## config.mk

```make
export PLATFORM = sky130hd
export DESIGN_NAME = utt_tuning
export DESIGN_NICKNAME = d
export VERILOG_FILES = /design/src/utt_tuning.v /design/src/utt_wmark.v
export VERILOG_INCLUDE_DIRS = /design/src
export SDC_FILE = /design/constraint.sdc
export NUM_CORES = 1
export LEC_CHECK = 0
export BUFFER_PORTS_ARGS = -buffer_cell sky130_fd_sc_hd__buf_2
export CORE_MARGIN = 2
export CORE_UTILIZATION = 40
export DETAILED_ROUTE_END_ITERATION = 7
export PLACE_DENSITY = 0.66
export SYNTH_ARGS = -nofsm -noshare
export SYNTH_HDL_FRONTEND = slang
export SYNTH_HIERARCHICAL = 1
export SYNTH_SLANG_ARGS = --single-unit
```

## constraint.sdc

```tcl
create_clock -name aclk -period 4.12 [get_ports aclk]
set_input_delay 0 -clock aclk [delete_from_list [all_inputs] [get_ports aclk]]
set_output_delay 0 -clock aclk [all_outputs]
set_load 0.005 [all_outputs]
```

## src/utt_consts.vh

```
// Purpose: Constants for the USB transfer tuning control block
// Assumes: AXI4-Lite slave, 32-bit data, byte addresses
// Notes: Extra status and packet size registers sit beside the tuning word
`ifndef UTT_CONSTS_VH
`define UTT_CONSTS_VH

`define UTT_ADDR_W 8
`define UTT_OFS_TUNING 8'h6c
`define UTT_OFS_STATUS 8'h70
`define UTT_OFS_PKTSIZE 8'h74
`define UTT_BIT_OUT_OFF 0
`define UTT_BIT_RING_OFF 1
`define UTT_RESP_OKAY 2'h0
`define UTT_RESP_SLVERR 2'h2
`define UTT_SIZE_W 11
`define UTT_DEF_PKTSIZE 11'h400

`endif

```

## src/utt_tuning.v

```verilog
// Purpose: Tuning register and start gating for IN and OUT transfers
// Assumes: aclk 20 MHz, synchronous active-low reset, AXI4-Lite slave
// Notes: Strap pin sets defaults and, when high, forces both features off
//
// Operation
// Tuning register decodes at offset 6Ch from the base.
// Software writes reserved bits 31 to 2 with their reset value.
// Bit 1 zero enables IN ring buffering, one disables.
// Ring disable bit resets to the strap pin level.
// Ring enabled: next IN packet starts once previous is received.
// Strap high makes ring disable bit read one always.
// Bit 0 zero enables OUT watermark, one disables.
// Watermark disable bit resets to the strap pin level.
// Watermark enabled: OUT starts when fetched data reaches level.
// Strap high makes watermark disable bit read one always.
// Congested bus: software should set ring disable bit.
// Congested bus: software should set watermark disable bit.
// Feature active only with strap low and disable bit zero.
//
// Register access over AXI4-Lite was decided locally.
`timescale 1ns/10ps
`default_nettype none
`include "utt_consts.vh"

module utt_tuning (
    input wire aclk,
    input wire aresetn,
    input wire tuning_strap_pin,
    input wire [`UTT_ADDR_W-1:0] s_axi_awaddr,
    input wire s_axi_awvalid,
    output reg s_axi_awready,
    input wire [31:0] s_axi_wdata,
    input wire [3:0] s_axi_wstrb,
    input wire s_axi_wvalid,
    output reg s_axi_wready,
    output reg [1:0] s_axi_bresp,
    output reg s_axi_bvalid,
    input wire s_axi_bready,
    input wire [`UTT_ADDR_W-1:0] s_axi_araddr,
    input wire s_axi_arvalid,
    output reg s_axi_arready,
    output reg [31:0] s_axi_rdata,
    output reg [1:0] s_axi_rresp,
    output reg s_axi_rvalid,
    input wire s_axi_rready,
    input wire in_pkt_done,
    input wire in_drained,
    input wire [`UTT_SIZE_W-1:0] out_fetched,
    input wire out_fetch_full,
    output reg in_start,
    output reg out_start,
    output reg ring_active,
    output reg out_threshold_active
);

    reg ring_buffer_off_q;
    reg out_threshold_off_q;
    reg rst_seen_q;
    reg [`UTT_SIZE_W-1:0] pkt_size_q;
    reg aw_hold_q;
    reg w_hold_q;
    reg [`UTT_ADDR_W-1:0] awaddr_q;
    reg [31:0] wdata_q;
    reg [3:0] wstrb_q;
    reg in_wait_q;
    reg out_sent_q;
    reg b_pend_q;
    wire [`UTT_SIZE_W-1:0] level;
    wire aw_have;
    wire w_have;
    wire do_write;
    wire [`UTT_ADDR_W-1:0] wa;
    wire [31:0] wd;
    wire [3:0] ws;
    wire ring_en;
    wire wm_en;

    function known_addr;
        input [`UTT_ADDR_W-1:0] a;
        begin
            known_addr = (a == `UTT_OFS_TUNING) || (a == `UTT_OFS_STATUS)
                || (a == `UTT_OFS_PKTSIZE);
        end
    endfunction

    // Effective enables
    assign ring_en = ~tuning_strap_pin & ~ring_buffer_off_q;
    assign wm_en = ~tuning_strap_pin & ~out_threshold_off_q;

    utt_wmark u_wmark (
        .pkt_size(pkt_size_q),
        .level(level)
    );

    assign aw_have = aw_hold_q | s_axi_awvalid;
    assign w_have = w_hold_q | s_axi_wvalid;
    assign do_write = aw_have & w_have & ~s_axi_bvalid & ~b_pend_q;
    assign wa = aw_hold_q ? awaddr_q : s_axi_awaddr;
    assign wd = w_hold_q ? wdata_q : s_axi_wdata;
    assign ws = w_hold_q ? wstrb_q : s_axi_wstrb;

    // Write channel capture, either order
    always @(posedge aclk) begin
        if (!aresetn) begin
            aw_hold_q <= 1'b0;
            w_hold_q <= 1'b0;
            awaddr_q <= {`UTT_ADDR_W{1'b0}};
            wdata_q <= 32'h0;
            wstrb_q <= 4'h0;
            s_axi_awready <= 1'b0;
            s_axi_wready <= 1'b0;
            s_axi_bvalid <= 1'b0;
            s_axi_bresp <= `UTT_RESP_OKAY;
            b_pend_q <= 1'b0;
        end else begin
            s_axi_awready <= 1'b0;
            s_axi_wready <= 1'b0;
            if (s_axi_awvalid & ~aw_hold_q & ~s_axi_awready & ~do_write) begin
                aw_hold_q <= 1'b1;
                awaddr_q <= s_axi_awaddr;
                s_axi_awready <= 1'b1;
            end
            if (s_axi_wvalid & ~w_hold_q & ~s_axi_wready & ~do_write) begin
                w_hold_q <= 1'b1;
                wdata_q <= s_axi_wdata;
                wstrb_q <= s_axi_wstrb;
                s_axi_wready <= 1'b1;
            end
            if (do_write & ~s_axi_awready & ~s_axi_wready) begin
                s_axi_awready <= ~aw_hold_q;
                s_axi_wready <= ~w_hold_q;
                aw_hold_q <= 1'b0;
                w_hold_q <= 1'b0;
                // Response only after both channels are taken
                b_pend_q <= 1'b1;
                // Decode at 6Ch
                s_axi_bresp <= known_addr(wa) ? `UTT_RESP_OKAY : `UTT_RESP_SLVERR;
            end else if (b_pend_q) begin
                b_pend_q <= 1'b0;
                s_axi_bvalid <= 1'b1;
            end else if (s_axi_bvalid & s_axi_bready) begin
                s_axi_bvalid <= 1'b0;
            end
        end
    end

    wire wr_fire;
    assign wr_fire = do_write & ~s_axi_awready & ~s_axi_wready;

    // Register state and strap capture
    always @(posedge aclk) begin
        if (!aresetn) begin
            ring_buffer_off_q <= 1'b0;
            out_threshold_off_q <= 1'b0;
            rst_seen_q <= 1'b1;
            pkt_size_q <= `UTT_DEF_PKTSIZE;
        end else begin
            rst_seen_q <= 1'b0;
            if (rst_seen_q) begin
                // Ring default from strap
                ring_buffer_off_q <= tuning_strap_pin;
                // Watermark default from strap
                out_threshold_off_q <= tuning_strap_pin;
            end else if (wr_fire && wa == `UTT_OFS_TUNING && ws[0]) begin
                // Ring disable bit
                ring_buffer_off_q <= wd[`UTT_BIT_RING_OFF];
                // Watermark disable bit
                out_threshold_off_q <= wd[`UTT_BIT_OUT_OFF];
            end
            if (wr_fire && wa == `UTT_OFS_PKTSIZE && ws[0] && ws[1]) begin
                pkt_size_q <= wd[`UTT_SIZE_W-1:0];
            end
        end
    end

    // Read channel, one cycle answer
    always @(posedge aclk) begin
        if (!aresetn) begin
            s_axi_arready <= 1'b0;
            s_axi_rvalid <= 1'b0;
            s_axi_rdata <= 32'h0;
            s_axi_rresp <= `UTT_RESP_OKAY;
        end else begin
            s_axi_arready <= 1'b0;
            if (s_axi_arvalid & ~s_axi_rvalid & ~s_axi_arready) begin
                s_axi_arready <= 1'b1;
                s_axi_rvalid <= 1'b1;
                s_axi_rresp <= known_addr(s_axi_araddr) ? `UTT_RESP_OKAY
                    : `UTT_RESP_SLVERR;
                case (s_axi_araddr)
                    // Strap high reads one
                    `UTT_OFS_TUNING: s_axi_rdata <= {30'h0,
                        ring_buffer_off_q | tuning_strap_pin,
                        out_threshold_off_q | tuning_strap_pin};
                    `UTT_OFS_STATUS: s_axi_rdata <= {28'h0, in_wait_q,
                        out_sent_q, ring_en, wm_en};
                    `UTT_OFS_PKTSIZE: s_axi_rdata <= {21'h0, pkt_size_q};
                    default: s_axi_rdata <= 32'h0;
                endcase
            end else if (s_axi_rvalid & s_axi_rready) begin
                s_axi_rvalid <= 1'b0;
            end
        end
    end

    // Transfer start gating
    always @(posedge aclk) begin
        if (!aresetn) begin
            in_wait_q <= 1'b0;
            out_sent_q <= 1'b0;
            in_start <= 1'b0;
            out_start <= 1'b0;
            ring_active <= 1'b0;
            out_threshold_active <= 1'b0;
        end else begin
            ring_active <= ring_en;
            out_threshold_active <= wm_en;
            in_start <= 1'b0;
            out_start <= 1'b0;
            // Next IN starts without drain
            if (in_pkt_done & ring_en) begin
                in_start <= 1'b1;
                in_wait_q <= 1'b0;
            end else if (in_pkt_done) begin
                in_wait_q <= 1'b1;
            end else if (in_wait_q & (in_drained | ring_en)) begin
                in_start <= 1'b1;
                in_wait_q <= 1'b0;
            end
            // OUT starts at watermark
            if (out_fetched == {`UTT_SIZE_W{1'b0}}) begin
                out_sent_q <= 1'b0;
            end else if (~out_sent_q & ((wm_en & out_fetched >= level)
                    | out_fetch_full)) begin
                out_start <= 1'b1;
                out_sent_q <= 1'b1;
            end
        end
    end

endmodule
`default_nettype wire

```

## src/utt_wmark.v

```verilog
// Purpose: Watermark level lookup for OUT packet start
// Assumes: Packet size in bytes, up to 1024
// Notes: Picks one less than the largest step below the packet size, or the size itself up to C0h
`timescale 1ns/10ps
`default_nettype none
`include "utt_consts.vh"

module utt_wmark (
    input wire [`UTT_SIZE_W-1:0] pkt_size,
    output reg [`UTT_SIZE_W-1:0] level
);

    always @* begin
        if (pkt_size > 11'h300) begin
            level = 11'h2ff;
        end else if (pkt_size > 11'h280) begin
            level = 11'h27f;
        end else if (pkt_size > 11'h200) begin
            level = 11'h1ff;
        end else if (pkt_size > 11'h180) begin
            level = 11'h17f;
        end else if (pkt_size > 11'h100) begin
            level = 11'h0ff;
        end else if (pkt_size > 11'h0c0) begin
            level = 11'h0bf;
        end else begin
            level = pkt_size;
        end
    end

endmodule
`default_nettype wire

```

==> impl_metrics.yaml <==
outcome:
  status: "completed"
routing:
  routed_wirelength_mm: 7.50
  dr.first_iter.drc_count: 154
  drt-vias-per-instance: 5.11
  antenna_left: 0
  drc: 0
  drt_first_pass_iters: 4
  detail_route.wl_per_cell_um: 13.1
  num_vias: 2916
yosys:
  synthArstFlopShare_pct: 0
  synth_common_cells: "dfxtp_1, nor2_1, mux2i_1, nand2_1, buf_4"
  syn_area_per_cell_um2: 8.97
  yosysUniqueCellTypes: 58
  synth_edf_count: 0
  yosysTopAreaCell: "dfxtp_1"
  synthTopCellsByArea: "dfxtp_1, mux2i_1, buf_4"
  syn_area_mm2: 0.00337
  yosys_register_bits: 62
  synth_top_area_share_pct: 36.8
  synth_flop_cell: "dfxtp_1"
  seq_area_frac_synth_pct: 36.8
  syn_inst: 376
  synth.most_common_cell: "dfxtp_1"
  ys_warn_count: 6
die:
  start_util_pct: 41.3
  die_w_um: 95.8
  core-area_mm2: 0.00818
  row_count: 33
  die_h_um: 95.8
  die_area_mm2: 0.00918
  io_pins: 119
global_route:
  overflow: 0
  grtUsageTotal_pct: 17.0
  grt_max_degree: 46
  grt_pass1_wl_mm: 12.3
  grt_pass1_vias: 2710
  antenna_found_initial: 0
setup_path:
  end_kind: "flip-flop"
  required_ns: 4.31
  cp-start-kind: "flip-flop"
  crit_fanout: 6
  path_class: "reg -> reg"
  arrival_ns: 3.48
timing:
  hold_violations: 0
  maxSlewHeadroom_pct: 34.1
  rsz0062_at_grt: "false"
  tns_ns: 0
  worstMarginPinSlew_ns: 0.986
  setup_violations: 0
  drv_slew: 0
  post-route-period-util_pct: 79.9
  fin_skew_ns: 0.00499
  fmax_mhz: 304
  layout_min_cycle_time_ns: 3.29
power:
  p_leak_nw: 2.03
  irDropWorstVdd_uv: 231
  power_density_mw_per_mm2: 350
  p_clk_share_pct: 36.9
  power.net_switching_mw: 0.367
  intPower_mw: 1.08
  pwr-share-comb_pct: 16.7
  seqPwrFrac_pct: 46.4
  sw_frac_of_total_pct: 25.4
place:
  dp_hpwl_mm: 5.43
  gp_congestion: 0.742
  dp.cells: 533
  port_buffers: 72
cts:
  cts_buffers: 9
  numClockSinks: 62
  cts-root-buf: "clkbuf_8"
  cts_resized: 0
  clock_latency_ns: 0.33
  cts_max_level: 3
  clk_path_buf_depth: 2
  tritoncts: "yes"
  clk_pin_slew_ns: 0.06
cells_and_area:
  num_antenna_cells: 0
  area_delta_synth_final_pct: 22.3
  stdcell_count: 571
  nets: 549
  num-fill-cells: 792
  drive_above_1_share_pct: 24.9
job:
  maxCapViolCount: 0
hold_path:
  hp-class: "in -> reg"
## logic make-up (layout without fill, tap and decap cells)
group,count (synthesis),after routing,synth area share (%)
other,2,24,0.223
AOI/OAI and AO/OA,57,57,13.5
buffers and inverters,63,131,10.4
adders and majority gates,11,11,4.08
DFF,62,62,36.8
muxes,47,47,14.4
and+or+nand+nor,134,134,20.6
## power by group through the flow
| stage | Clock [mW] | Combinational [mW] | Sequential (mW) |
|---|---|---|---|
| 6_report | 0.533 | 0.241 | 0.671 |
| 5_1_grt | 0.573 | 0.271 | 0.676 |
| 4_1_cts | 0.545 | 0.242 | 0.671 |
| 3_5_place_dp | 0 | 0.223 | 0.684 |
| 3_3_place_gp | 0 | 0.218 | 0.682 |
| 2_1_floorplan | 0 | 0.185 | 0.668 |
## worst max-delay path: stages (launching register included)
cell	delay, ns
dfxtp_1	0.35
or4_4	0.55
or4_1	0.57
a2111oi_4	0.39
a41o_1	0.13
inv_1	0.04
ha_1	0.16
a21o_1	0.15
a211o_1	0.33
a2111oi_0	0.37
nor4_1	0.10
## registers in the layout, summed over array words and instances (netlist names), 2 cells and up
signal,cells
pkt_size_q,11
s_axi_rdata,11
wdata_q,11
awaddr_q,8
wstrb_q,2
## area by class of cell
cell class / instances / area [um^2] / share of cell area [%]
Clock buffer: 12 / 165 / 4.00
Clock inverter: 1 / 30.0 / 0.728
Inverter: 20 / 75.1 / 1.82
Multi-Input combinational cell: 273 / 1860 / 45.2
Sequential cell: 62 / 1240 / 30.1
Tap cell: 105 / 131 / 3.19
Timing Repair Buffer: 98 / 618 / 15.0
## per-stage QoR
stage | util, % | worst slack (ns) | power (mW) | instance area, um^2 | hold slack [ns]
after floorplan | - | 1.09 | 0.853 | 3460 | 0.0768
after global placement | 45.0 | 0.908 | 0.900 | 3680 | 0.247
after detailed placement | 45.0 | 0.871 | 0.907 | 3680 | 0.255
after CTS | 50.4 | 0.846 | 1.46 | 4120 | 0.0207
after global routing | 50.4 | 0.592 | 1.52 | 4120 | 0.0199
final | 50.4 | 0.829 | 1.44 | 4120 | 0.0264
## layer usage
metal / global-route usage [%] / part of all wire (%) / vias to the layer above
met1: 20.9 / 43 / 1369
li1: - / - / 1460
met5: 0 / 0 / -
met4: 3.69 / 0.64 / 0
met2: 29.4 / 51 / 81
met3: 5.17 / 5.3 / 6
## layout by cell type, fill, tap and decap left out, types with 3 or more instances in the layout
master,synthesis,layout
ha_1,11,11
a211oi_1,3,3
mux2_2,13,13
clkbuf_8,0,12
nor2_1,47,47
inv_1,19,19
a21oi_1,15,15
nor3_1,11,11
a21o_1,3,3
o21ai_0,4,4
nand2_1,31,31
buf_2,5,72
mux2i_1,34,34
a32oi_1,7,7
dfxtp_1,62,62
nand2b_1,3,3
nor4_1,8,8
conb_1,2,24
nand3_1,5,5
dlygate4sd3_1,0,25
or2_2,6,6
## path summary, 6_finish.rpt
check | startpoint | end | slack (ns) | depth (start not counted)
setup / recovery | pkt_size_q[0] | out_sent_q | 0.83 | 10
hold / removal | in_drained | in_wait_q | 0.03 | 4
setup reg to reg | pkt_size_q[0] | out_sent_q | 0.83 | 10
hold reg to reg | s_axi_rdata[0] | s_axi_rdata[0] | 0.45 | 2
## what timing repair did
action / in CTS / in global routing
hold buffers: 25 / 0
buffers inserted: 0 / 0
hold endpoints to repair: 28 / 0
endpoints found under the setup margin: 0 / 0
Note: power is estimated with default switching activity, not from simulation.
